<file path="config.mk">
export PLATFORM = sky130hd
export DESIGN_NAME = broadcast_device_control_ccc
export DESIGN_NICKNAME = d
export VERILOG_FILES = /design/src/verilog/broadcast_device_control_ccc_pkg.sv /design/src/verilog/broadcast_device_control_ccc_decoder.sv /design/src/verilog/bus_frontend.sv
export VERILOG_INCLUDE_DIRS = /design/src /design/src/verilog
export SDC_FILE = /design/constraint.sdc
export NUM_CORES = 1
export LEC_CHECK = 0
export BUFFER_PORTS_ARGS = -buffer_cell sky130_fd_sc_hd__buf_2
export CORE_MARGIN = 5
export CORE_UTILIZATION = 45
export CTS_BUF_LIST = sky130_fd_sc_hd__clkbuf_4
export DETAILED_ROUTE_END_ITERATION = 6
export PLACE_DENSITY = 0.64
export SETUP_SLACK_MARGIN = 0.15
export SKIP_CTS_REPAIR_TIMING = 1
export SLEW_MARGIN = 10
export SYNTH_ARGS = -nofsm -noshare
export SYNTH_HDL_FRONTEND = slang
export SYNTH_SLANG_ARGS = --single-unit
</file>
<file path="constraint.sdc">
create_clock -name sys_clk_in -period 7.1 [get_ports sys_clk_in]
set_input_delay 0 -clock sys_clk_in [delete_from_list [all_inputs] [get_ports sys_clk_in]]
set_output_delay 0 -clock sys_clk_in [all_outputs]
set_load 0.01 [all_outputs]
</file>
<file path="src/verilog/broadcast_device_control_ccc_regs.svh">
// constants of the broadcast device-control command decoder
// Operation
// command works in both bus modes
// host keeps I2C rate at most 1 MHz; the bench host model runs 3.125 MHz
// checksum starts at start, skips broadcast address
// host never uses command for non-volatile memory
// host honours device-specific register restrictions
// host uses command only with one-byte addressing
// stop or repeat start ends command
// NACK broadcast after parity error, chained
// NACK broadcast after parity or checksum error
// target-select mismatch reports a parity error
// mismatch with good parity ignores whole packet
// target-select parity error discards rest, no checksum
// checksum variant only in I3C Basic mode
// match select 000 full, 011 upper, 111 all
// first byte index picks start, sequential after
// burst length tells when checksum byte comes
// space select 0 general, 1 device-specific
// frame order address, select, target, payload, checksum
`ifndef BCAST_CTRL_REGS_SVH
`define BCAST_CTRL_REGS_SVH
//----------------------------------------
// framing
//----------------------------------------
`define BC_BCAST_WR 8'hfc
`define BC_LAST_BIT 4'h8
`define BC_BIT_ZERO 4'h0
//----------------------------------------
// select byte fields
//----------------------------------------
`define BC_AMS_HI 7
`define BC_AMS_LO 5
`define BC_FBI_HI 4
`define BC_FBI_LO 3
`define BC_BL_HI 2
`define BC_BL_LO 1
`define BC_RSS_BIT 0
`define BC_AMS_UNI 3'h0
`define BC_AMS_MULTI 3'h3
`define BC_AMS_ALL 3'h7
//----------------------------------------
// target byte fields
//----------------------------------------
`define BC_CODE_HI 7
`define BC_CODE_LO 1
`define BC_TYPE_LO 4
//----------------------------------------
// payload and checksum
//----------------------------------------
`define BC_IDX_END 3'h4
`define BC_CNT_ZERO 3'h0
`define BC_DEVSPEC_BL 2'h1
`define BC_NUM_BYTES 4
`define BC_CRC_POLY 8'h07
`define BC_CRC_INIT 8'h00
`endif

</file>
<file path="src/verilog/broadcast_device_control_ccc_pkg.sv">
// types of the broadcast device-control command decoder
`default_nettype none
package frame_pkg;
	typedef enum logic [2:0] {
		ST_IDLE,
		ST_ADDR,
		ST_SELECT,
		ST_TARGET,
		ST_PAYLOAD,
		ST_CHECK,
		ST_IGNORE
	} state_t;
endpackage
`default_nettype wire

</file>
<file path="src/verilog/broadcast_device_control_ccc_decoder.sv">
// broadcast device-control command decoder, target side
`timescale 1ns/10ps
`default_nettype none
`include "broadcast_device_control_ccc_regs.svh"
module broadcast_device_control_ccc (
	input wire logic sys_clk_in, // 25 MHz system clock
	input wire logic sys_rst_in, // synchronous reset, high
	input wire logic scl_in, // bus clock pin from host
	input wire logic sda_in, // bus data pin, input side
	output logic sda_out, // bus data drive level
	output logic sda_oe_out, // high while driving data
	input wire logic i3c_mode_in, // high in I3C Basic mode
	input wire logic pec_enable_in, // checksum function enabled
	input wire logic parity_enable_in, // parity checking enabled
	input wire logic [3:0] local_type_id_in, // own upper code
	input wire logic [2:0] host_slot_id_in, // own lower code
	output logic [31:0] data_out, // accepted payload bytes
	output logic [3:0] byte_en_out, // which payload bytes valid
	output logic devspec_out, // device-specific space selected
	output logic commit_out, // pulse: payload accepted
	output logic parity_err_out, // pulse: parity error
	output logic pec_err_out // pulse: checksum error
);
	logic start_w, stop_w, rise_w, fall_w, sda_w;
	frame_pkg::state_t state_reg, state_next;
	logic [3:0] bit_reg;
	logic [7:0] shift_reg;
	logic [7:0] crc_reg;
	logic [2:0] ams_reg;
	logic [1:0] fbi_reg, bl_reg;
	logic rss_reg;
	logic [2:0] idx_reg, cnt_reg;
	logic prev_err_reg;
	logic [7:0] byte_reg [0:3];
	logic [3:0] en_reg;

	bus_frontend bus_frontend_i (
		.sys_clk_in(sys_clk_in),
		.sys_rst_in(sys_rst_in),
		.scl_in(scl_in),
		.sda_in(sda_in),
		.start_out(start_w),
		.stop_out(stop_w),
		.rise_out(rise_w),
		.fall_out(fall_w),
		.sda_out(sda_w)
	);

	//----------------------------------------
	// helper functions
	//----------------------------------------
	// odd parity over byte and T bit
	function automatic logic par_bad(input logic [7:0] b, input logic t);
		par_bad = ~(^{b, t});
	endfunction

	function automatic logic [7:0] crc8(input logic [7:0] c,
		input logic [7:0] b);
		logic [7:0] r;
		r = c ^ b;
		for (int i = 0; i < 8; i++) begin
			r = r[7] ? ((r << 1) ^ `BC_CRC_POLY) : (r << 1);
		end
		crc8 = r;
	endfunction

	//----------------------------------------
	// byte decode, named wires
	//----------------------------------------
	wire byte_done = rise_w & (bit_reg == `BC_LAST_BIT);
	wire tbit = sda_w;
	wire pe_w = parity_enable_in & par_bad(shift_reg, tbit);
	wire pec_on = pec_enable_in & i3c_mode_in;
	wire addr_ok = (shift_reg == `BC_BCAST_WR) & ~prev_err_reg;
	wire [2:0] ams_w = shift_reg[`BC_AMS_HI:`BC_AMS_LO];
	wire ams_legal = (ams_w == `BC_AMS_UNI) |
		(ams_w == `BC_AMS_MULTI) | (ams_w == `BC_AMS_ALL);
	wire [6:0] own_code = {local_type_id_in, host_slot_id_in};
	wire full_hit = shift_reg[`BC_CODE_HI:`BC_CODE_LO] == own_code;
	wire upper_hit = shift_reg[`BC_CODE_HI:`BC_TYPE_LO] == local_type_id_in;
	wire tsel_hit = (ams_reg == `BC_AMS_ALL) |
		((ams_reg == `BC_AMS_MULTI) & upper_hit) |
		((ams_reg == `BC_AMS_UNI) & full_hit);
	// general space counts burst, device space uses fixed length
	wire [1:0] need_bl = rss_reg ? `BC_DEVSPEC_BL : bl_reg;
	wire last_data = cnt_reg[1:0] == need_bl;
	wire pec_hit = shift_reg == crc_reg;
	wire ended = start_w | stop_w;
	wire plain_commit = ended & (state_reg == frame_pkg::ST_PAYLOAD) &
		~pec_on & (cnt_reg != `BC_CNT_ZERO);
	wire check_commit = byte_done & (state_reg == frame_pkg::ST_CHECK) &
		~pe_w & pec_hit;
	wire store_w = byte_done & (state_reg == frame_pkg::ST_PAYLOAD) &
		~pe_w & (idx_reg != `BC_IDX_END);
	wire pe_seen = byte_done & pe_w & ((state_reg == frame_pkg::ST_SELECT)
		| (state_reg == frame_pkg::ST_PAYLOAD)
		| (state_reg == frame_pkg::ST_CHECK));
	wire tsel_err = byte_done & (state_reg == frame_pkg::ST_TARGET) &
		(pe_w | ~tsel_hit);
	wire pec_bad = byte_done & (state_reg == frame_pkg::ST_CHECK) &
		~pe_w & ~pec_hit;

	//----------------------------------------
	// frame state machine
	//----------------------------------------
	always_comb begin
		state_next = state_reg;
		if (start_w) begin
			state_next = frame_pkg::ST_ADDR;
		end else if (stop_w) begin
			state_next = frame_pkg::ST_IDLE;
		end else if (byte_done) begin
			case (state_reg)
			frame_pkg::ST_ADDR: begin
				state_next = addr_ok ? frame_pkg::ST_SELECT :
					frame_pkg::ST_IGNORE;
			end
			frame_pkg::ST_SELECT: begin
				state_next = (pe_w | ~ams_legal) ? frame_pkg::ST_IGNORE :
					frame_pkg::ST_TARGET;
			end
			frame_pkg::ST_TARGET: begin
				// a mismatch or a parity error drops the packet, parity of the rest not checked
				state_next = (pe_w | ~tsel_hit) ? frame_pkg::ST_IGNORE :
					frame_pkg::ST_PAYLOAD;
			end
			frame_pkg::ST_PAYLOAD: begin
				if (pe_w) begin
					state_next = frame_pkg::ST_IGNORE;
				end else if (pec_on & last_data) begin
					state_next = frame_pkg::ST_CHECK;
				end
			end
			frame_pkg::ST_CHECK: begin
				state_next = frame_pkg::ST_IGNORE;
			end
			default: begin
				state_next = state_reg;
			end
			endcase
		end
	end

	always_ff @(posedge sys_clk_in) begin
		if (sys_rst_in) begin
			state_reg <= frame_pkg::ST_IDLE;
		end else begin
			state_reg <= state_next;
		end
	end

	//----------------------------------------
	// bit counter and shifter
	//----------------------------------------
	always_ff @(posedge sys_clk_in) begin
		if (sys_rst_in | ended) begin
			bit_reg <= `BC_BIT_ZERO;
			shift_reg <= 8'h00;
		end else if (rise_w) begin
			if (byte_done) begin
				bit_reg <= `BC_BIT_ZERO;
			end else begin
				bit_reg <= bit_reg + 4'h1;
				shift_reg <= {shift_reg[6:0], sda_w};
			end
		end
	end

	//----------------------------------------
	// acknowledge drive on the address byte
	//----------------------------------------
	// drive from the fall after bit 8 to the fall after the ack slot
	always_ff @(posedge sys_clk_in) begin
		if (sys_rst_in | ended) begin
			sda_oe_out <= 1'b0;
		end else if (fall_w) begin
			sda_oe_out <= (state_reg == frame_pkg::ST_ADDR) &
				(bit_reg == `BC_LAST_BIT) & addr_ok;
		end
	end
	assign sda_out = 1'b0;

	//----------------------------------------
	// checksum, select fields, indices
	//----------------------------------------
	always_ff @(posedge sys_clk_in) begin
		if (sys_rst_in | start_w) begin
			crc_reg <= `BC_CRC_INIT;
			ams_reg <= `BC_AMS_UNI;
			fbi_reg <= 2'h0;
			bl_reg <= 2'h0;
			rss_reg <= 1'b0;
			idx_reg <= 3'h0;
			cnt_reg <= `BC_CNT_ZERO;
		end else if (byte_done) begin
			if (state_reg == frame_pkg::ST_SELECT) begin
				crc_reg <= crc8(crc_reg, shift_reg);
				ams_reg <= ams_w;
				fbi_reg <= shift_reg[`BC_FBI_HI:`BC_FBI_LO];
				bl_reg <= shift_reg[`BC_BL_HI:`BC_BL_LO];
				rss_reg <= shift_reg[`BC_RSS_BIT];
			end else if (state_reg == frame_pkg::ST_TARGET) begin
				crc_reg <= crc8(crc_reg, shift_reg);
				idx_reg <= rss_reg ? 3'h0 : {1'b0, fbi_reg};
			end else if (state_reg == frame_pkg::ST_PAYLOAD) begin
				crc_reg <= crc8(crc_reg, shift_reg);
				cnt_reg <= cnt_reg + 3'h1;
				if (store_w) begin
					idx_reg <= idx_reg + 3'h1;
				end
			end
		end
	end

	//----------------------------------------
	// payload holding, committed only when whole
	//----------------------------------------
	genvar g;
	generate
		for (g = 0; g < `BC_NUM_BYTES; g++) begin : g_byte
			always_ff @(posedge sys_clk_in) begin
				if (sys_rst_in) begin
					byte_reg[g] <= 8'h00;
				end else if (store_w & (idx_reg[1:0] == 2'(g))) begin
					byte_reg[g] <= shift_reg;
				end
			end
			always_ff @(posedge sys_clk_in) begin
				if (sys_rst_in | start_w) begin
					en_reg[g] <= 1'b0;
				end else if (store_w & (idx_reg[1:0] == 2'(g))) begin
					en_reg[g] <= 1'b1;
				end
			end
		end
	endgenerate

	//----------------------------------------
	// outputs and the chained-error memory
	//----------------------------------------
	wire commit_w = plain_commit | check_commit;
	always_ff @(posedge sys_clk_in) begin
		if (sys_rst_in) begin
			data_out <= 32'h0000_0000;
			byte_en_out <= 4'h0;
			devspec_out <= 1'b0;
			commit_out <= 1'b0;
			parity_err_out <= 1'b0;
			pec_err_out <= 1'b0;
			prev_err_reg <= 1'b0;
		end else begin
			commit_out <= commit_w;
			if (commit_w) begin
				data_out <= {byte_reg[3], byte_reg[2], byte_reg[1], byte_reg[0]};
				byte_en_out <= en_reg;
				devspec_out <= rss_reg;
			end
			parity_err_out <= pe_seen | tsel_err;
			pec_err_out <= pec_bad;
			// a new error outranks the stop that would clear it
			if (pe_seen | tsel_err | pec_bad) begin
				prev_err_reg <= 1'b1;
			end else if (stop_w) begin
				prev_err_reg <= 1'b0;
			end
		end
	end
endmodule
`default_nettype wire

</file>
<file path="src/verilog/bus_frontend.sv">
// pin synchroniser and start, stop and bit detector
`timescale 1ns/10ps
`default_nettype none
module bus_frontend (
	input wire logic sys_clk_in, // system clock
	input wire logic sys_rst_in, // synchronous reset
	input wire logic scl_in, // bus clock pin
	input wire logic sda_in, // bus data pin
	output logic start_out, // start or repeat start seen
	output logic stop_out, // stop seen
	output logic rise_out, // bus clock rising edge
	output logic fall_out, // bus clock falling edge
	output logic sda_out // synchronised data level
);
	logic [2:0] scl_reg;
	logic [2:0] sda_reg;

	//----------------------------------------
	// two-flop sync plus one history stage
	//----------------------------------------
	always_ff @(posedge sys_clk_in) begin
		if (sys_rst_in) begin
			scl_reg <= 3'h7;
			sda_reg <= 3'h7;
		end else begin
			scl_reg <= {scl_reg[1:0], scl_in};
			sda_reg <= {sda_reg[1:0], sda_in};
		end
	end

	// only stages 1 and 2 are looked at, stage 0 may be metastable
	assign rise_out = scl_reg[1] & ~scl_reg[2];
	assign fall_out = ~scl_reg[1] & scl_reg[2];
	assign start_out = scl_reg[1] & scl_reg[2] & ~sda_reg[1] & sda_reg[2];
	assign stop_out = scl_reg[1] & scl_reg[2] & sda_reg[1] & ~sda_reg[2];
	assign sda_out = sda_reg[1];
endmodule
`default_nettype wire

</file>
# [Word level (Yosys, flattened, before mapping)]
# Memories as Yosys holds them, arrays and structs flattened. A register that Yosys moved wholly into a read port is not among the register bits.
# Cells that the tools add are included.
[word_totals] memories=1 elab_cells=190 romBits=0 latch_bits=0 reg_bits=57 in_bits=14 ram_bits=32 output_inout_bits=42
[op_classes] n_bitwise=75 n_eq_ne=21 add_sub_neg=3 shift=0 n_mux=46 n_mul=0 div_mod_pow=0 reduce_logical=20 n_lt_le_gt_ge=0
[mem_list] memory="byte_reg" words=4 word_bits=8 read_ports=4 rd_ports_with_merged_regs=4 wr=4 line="broadcast_device_control_ccc_decoder.sv:34" rtl="logic [7:0] byte_reg [0:3];"
[ops] cell="$mux 8" n=7
[ops] cell="$mux 3" n=15
[ops] cell="$and 1x1->1" n=34
[ops] cell="$not 3->3" n=8
[ops] cell="$mux 1" n=19
[ops] cell="$or 1x1->1" n=18
[ops] cell="$pmux 3 s5" n=1
[ops] cell="$not 1->1" n=14
[ops] cell="$eq 3x2->1 const B" n=4
[ops] cell="$eq 3x3->1 const B" n=4
[ops] cell="$reduce_bool 3->1" n=3
[ops] cell="$reduce_xor 9->1" n=1
[ops] cell="$eq 8x8->1" n=1
[ops] cell="$eq 8x8->1 const B" n=1
[ops] cell="$reduce_and 4->1" n=2
[ops] cell="$xor 8x8->8" n=1
[ops] cell="$eq 7x7->1" n=1
[ops] cell="$reduce_bool 7->1" n=1
[ops] cell="$add 3x1->3 const B" n=2
[ops] cell="$logic_not 3->1" n=2
[ops] cell="$mux 2" n=3
[ops] cell="$ne 3x3->1 const B" n=2
[ops] cell="$reduce_and 2->1" n=3
[ops] cell="$reduce_and 3->1" n=2
[ops] cell="13 further kinds" n=16

# [Longest topological paths before layout]
[depth] word_depth=20 ltp_mapped=11 mapped_depth_nobuf=8

# [Cells and area by module]
# Synthesis repeated with hierarchy kept, for this count alone.
[unflattened] hier_cells=564 area_unflattened_um2=5745.5
[by_module_without_submodules] module="broadcast_device_control_ccc" cells_each=548 instances=1 seq_area_each_um2=2622.5 area_per_inst_um2=5555.3
[by_module_without_submodules] module="bus_frontend" cells_each=16 instances=1 seq_area_each_um2=120.1 area_per_inst_um2=190.2

# [Worst setup path after synthesis]
# OpenSTA, ideal clock, no wires.
[synth_path] path_type="reg2reg" from="register shift_reg[6]" to="memory byte_reg[0][0], enable pin" required_ns=6.774 stages_incl_launch_ff=10 t_arrival_ns=2.409 period_less_slack_ns=2.734 path_buffers=2 setup_slack_ns=4.366 setup_ns=0.326 cell_sequence="dfxtp_1 clkbuf_1 inv_1 ha_1 xnor2_1 xnor2_1 xnor2_2 a221oi_4 buf_6 a21o_1"
[synth_lines] element="from (decl)" line="broadcast_device_control_ccc_decoder.sv:27" rtl="logic [7:0] shift_reg;"
[synth_lines] element="from (signal assigned)" line="broadcast_device_control_ccc_decoder.sv:164" rtl="shift_reg <= {shift_reg[6:0], sda_w};"
[synth_lines] element="to (decl)" line="broadcast_device_control_ccc_decoder.sv:34"

==> metrics.md <==
| Metric | Value |
|---|---|
| I/O Pins | `between 50 and 60` |
| Internal portion of total power | `1.010 mW` |
| Placement row count | `40` |
| Async set or reset register ratio after synthesis | `0%` |
| First-pass GRT wire length | `~20 mm` |
| Final cycle utilization of the critical path | `45.68%` |
| Number of levels the H-tree was split into | `4` |
| Part of the Yosys area used for sequential elements | `approximately 50%` |
| Unrepaired setup endpoints after global routing | `no` |
| Count of buffers inserted at the top-level ports | `54` |
| Slack of the worst reg-to-reg path | `a little under 4000 ps` |
| Ranking of synthesized cells by area | `sky130_fd_sc_hd__dfxtp_1 (32%), sky130_fd_sc_hd__edfxtp_1 (17%), sky130_fd_sc_hd__a21oi_1 (6.4%)` |
| Global-route total usage across every layer | `~18%` |
| Vias per inst | `~5.4` |
| Final weighted congestion in routability-driven placement | `slightly below 0.9` |
| Warning count from the yosys run | `0` |
| Maximum number of pins on one net before global-route repair | `59` |
| Clock network fraction of total power | `roughly two fifths` |
| Antenna Nets Post-Route | `0` |
| Count of clock tree sinks | `121` |
| EDFF count, synth | `32` |
| Core outline area | `0.01201 mm2` |
| Path class of the lowest-slack min-delay path | `in2reg` |
| Cell variety after synth | `54` |
| Most common cell in the synthesized netlist | `sky130_fd_sc_hd__dfxtp_1` |
| Filler Cell Count | `approximately 1.1k` |
| Worst-case clock buffer depth | `2` |
| Clk root buf | `sky130_fd_sc_hd__clkbuf_4` |
| Leakage | `about 2.4 nW` |
| Run status | `completed` |
| Overflow left after global routing | `0` |
| Synthesized Nets | `616` |
| Worst slew margin | `29.46%` |
| Worst Hold Margin | `~100 ps` |
| Required time of the critical path | `7300 ps` |
| First-iteration detailed-routing DRC count | `slightly above 400` |
| Worst reg2reg path startpoint | `shift_reg[6]$_SDFFE_PP0P_` |
| Number of pins with negative max-slew slack in the final report | `0` |
| Fraction of final layout cells with drive strength greater than 1 | `~16%` |
| Via count of the first global-routing pass | `between 4k and 5k` |
| Area fraction of the dominant cell type after synthesis | `32.43%` |
| Destination of the critical timing path | `byte_reg[1][2]$_SDFFCE_PN0P_` |
| Top_reg_cell synth | `sky130_fd_sc_hd__dfxtp_1` |
| Worst setup path startpoint | `shift_reg[6]$_SDFFE_PP0P_` |
| Die span in x | `120.5 um` |
| Avg Synthesized Cell Area | `9.359 um2` |
| Post-layout net count | `~650` |
| Startpoint Class | `register` |
| Cell depth of the worst flop-to-flop path | `7` |
| Post-synthesis cell type with the largest combined area | `sky130_fd_sc_hd__dfxtp_1` |
| Least-Margin Pin Slew | `1058 ps` |
| Via count | `between 4k and 5k` |
| Total of flip-flops plus latches after synthesis | `121` |
| Dpl hpwl | `8.045 mm` |
| Setup TNS | `0 ps` |
| Critical path peak fanout | `17` |
| Fraction of power spent switching nets | `about a fifth` |
| Remaining design rule violation count | `0` |
| Synthesized area | `between 0.005 and 0.006 mm2` |
| Setup violation total in the final timing report | `0` |
| Number of iterations in the first detailed-routing pass | `4` |
| Height of the die | `120.5 um` |
| Final period demand of the worst path | `3243 ps` |
| Post-synth top cells | `sky130_fd_sc_hd__dfxtp_1 (89), sky130_fd_sc_hd__a21oi_1 (70), sky130_fd_sc_hd__nand3_1 (51)` |
| Sequential fraction of design power | `a little under three fifths` |
| Synthesized instance count | `587` |
| RR Endpoint | `byte_reg[1][2]$_SDFFCE_PN0P_` |
| Multi-input gate area | `0.002494 mm2` |
| Switching power | `roughly 0.27 mW` |
| Area delta synth->final | `11.52%` |
| Share of total power in combinational logic | `2.9%` |
| Element type at the critical path end | `register` |
| CTS buffer count | `17` |
| Data arrival time of the critical path | `between 3000 and 4000 ps` |
| Post-DR wirelength/cell | `15.56 um` |
| Final worst clock skew | `12.63 ps` |
| Peak Freq | `308.3 MHz` |
| Starting utilization of the core area | `45.74%` |
| Total wire length | `12.22 mm` |
| TritonCTS clock tree | `built` |
| Total die area | `0.01452 mm2` |
| Worst Hold Depth | `2` |
| Number of antenna violations at the first check in global routing | `0` |
| Antenna cells | `0` |
| Register area | `0.002743 mm2` |
| # Max-Cap Violations | `0` |
| Worst voltage drop across the vdd grid | `0.00008143 V` |
| CTS clock-pin slew for the worst setup and hold paths | `~100 ps` |
| Clock latency on the worst-skew pair | `530 ps` |
| Type of the worst setup path | `reg2reg` |
| Number of hold violations in the final report | `0` |
| Power density normalized to cell area | `roughly 210 mW/mm2` |
-- stage by stage --
| step | area, um2 | utilization (%) | std cells | setup slack (ps) | total power, mW |
|---|---|---|---|---|---|
| 4_1_cts | 6081 | 50.63 | 781 | 3605 | 1.298 |
| 6_report | 6127 | 51.01 | 785 | 3857 | 1.282 |
| 5_1_grt | 6127 | 51.01 | 785 | 3640 | 1.333 |
| 3_5_place_dp | 5776 | 48.08 | 749 | 3632 | 0.7704 |
| 3_3_place_gp | 5776 | 48.08 | 749 | 3634 | 0.7698 |
| 2_1_floorplan | 5494 | - | 587 | 4366 | 0.7584 |
-- worst min-delay path by stage --
stage                from  slack (ps)                                    to
2_1_floorplan      scl_in         100  bus_frontend_i.scl_reg[0]$_SDFF_PP1_
3_3_place_gp       scl_in         180  bus_frontend_i.scl_reg[0]$_SDFF_PP1_
3_5_place_dp       scl_in         180  bus_frontend_i.scl_reg[0]$_SDFF_PP1_
4_1_cts            scl_in        -410  bus_frontend_i.scl_reg[0]$_SDFF_PP1_
5_1_grt        sys_rst_in         140                pec_err_out$_SDFF_PP0_
6_report       sys_rst_in         100             parity_err_out$_SDFF_PP0_
-- cell type report --
cell class / instances / share of cell area, %
clock buffers: 20 / 2.450
clock inverters: 12 / 2.532
repair buffers: 60 / 5.391
flip-flops and latches: 121 / 44.76
well taps: 147 / 3.002
multi-input cells: 406 / 40.70
inverters: 19 / 1.164
-- critical path, stage by stage, from the launching register on --
cell and delay (ps):
sky130_fd_sc_hd__dfxtp_1 650, sky130_fd_sc_hd__inv_1 180, sky130_fd_sc_hd__ha_1 320, sky130_fd_sc_hd__xnor2_1 140, sky130_fd_sc_hd__xnor2_1 350, sky130_fd_sc_hd__xnor2_2 220
sky130_fd_sc_hd__a221oi_4 630, sky130_fd_sc_hd__a21o_1 420
-- cells by family after synthesis --
group / count (synthesis) / synth area share, %
buf+inv: 60 / 4.714
flops: 121 / 49.92
xor+xnor: 41 / 6.673
compound gates: 147 / 15.53
other cells: 1 / 0.06826
fa+ha+maj: 15 / 3.416
mux: 6 / 1.116
simple gates: 196 / 18.56
-- power by group through the flow --
stage	clock network, mW	logic (mW)	registers, mW
after detailed placement	0	0.0354	0.735
after floorplan	0	0.0268	0.732
after global placement	0	0.0348	0.735
after global routing	0.572	0.0406	0.721
final	0.526	0.0368	0.719
after CTS	0.543	0.0356	0.719
-- per-layer routing --
metal / up-vias / GRT usage (%) / part of all wire (%)
met2: 101 / 27.80 / 46
li1: 2130 / - / -
met5: - / 0 / 0
met1: 1972 / 22.41 / 47
met4: 0 / 7.790 / 2.4
met3: 22 / 5.098 / 4.7
-- cells in the final DEF (no fill, tap or decap), drive strengths merged, types with 2 or more instances in the layout --
cell type | netlist | routed
mux2i | 5 | 5
a211o | 3 | 3
a311oi | 2 | 2
xor2 | 16 | 16
o21ai | 48 | 48
and3 | 2 | 2
a21o | 5 | 5
xnor2 | 25 | 25
o311ai | 2 | 2
dlygate4sd3 | 0 | 3
nand2b | 6 | 6
nor4 | 2 | 2
a31oi | 4 | 4
nor2 | 41 | 41
nand3b | 2 | 2
nor3 | 7 | 7
and2 | 33 | 33
a211oi | 3 | 3
or2 | 9 | 9
and3b | 5 | 5
or3 | 5 | 5
dfxtp | 89 | 89
clkinv | 0 | 8
ha | 15 | 15
a21oi | 70 | 70
buf | 13 | 57
edfxtp | 32 | 32
nand3 | 51 | 51
nor3b | 2 | 2
nand4 | 2 | 2
nand4b | 2 | 2
clkbuf | 28 | 20
nand2 | 24 | 24
bufinv | 0 | 4
inv | 19 | 19
(Power assumes the default switching activity.)
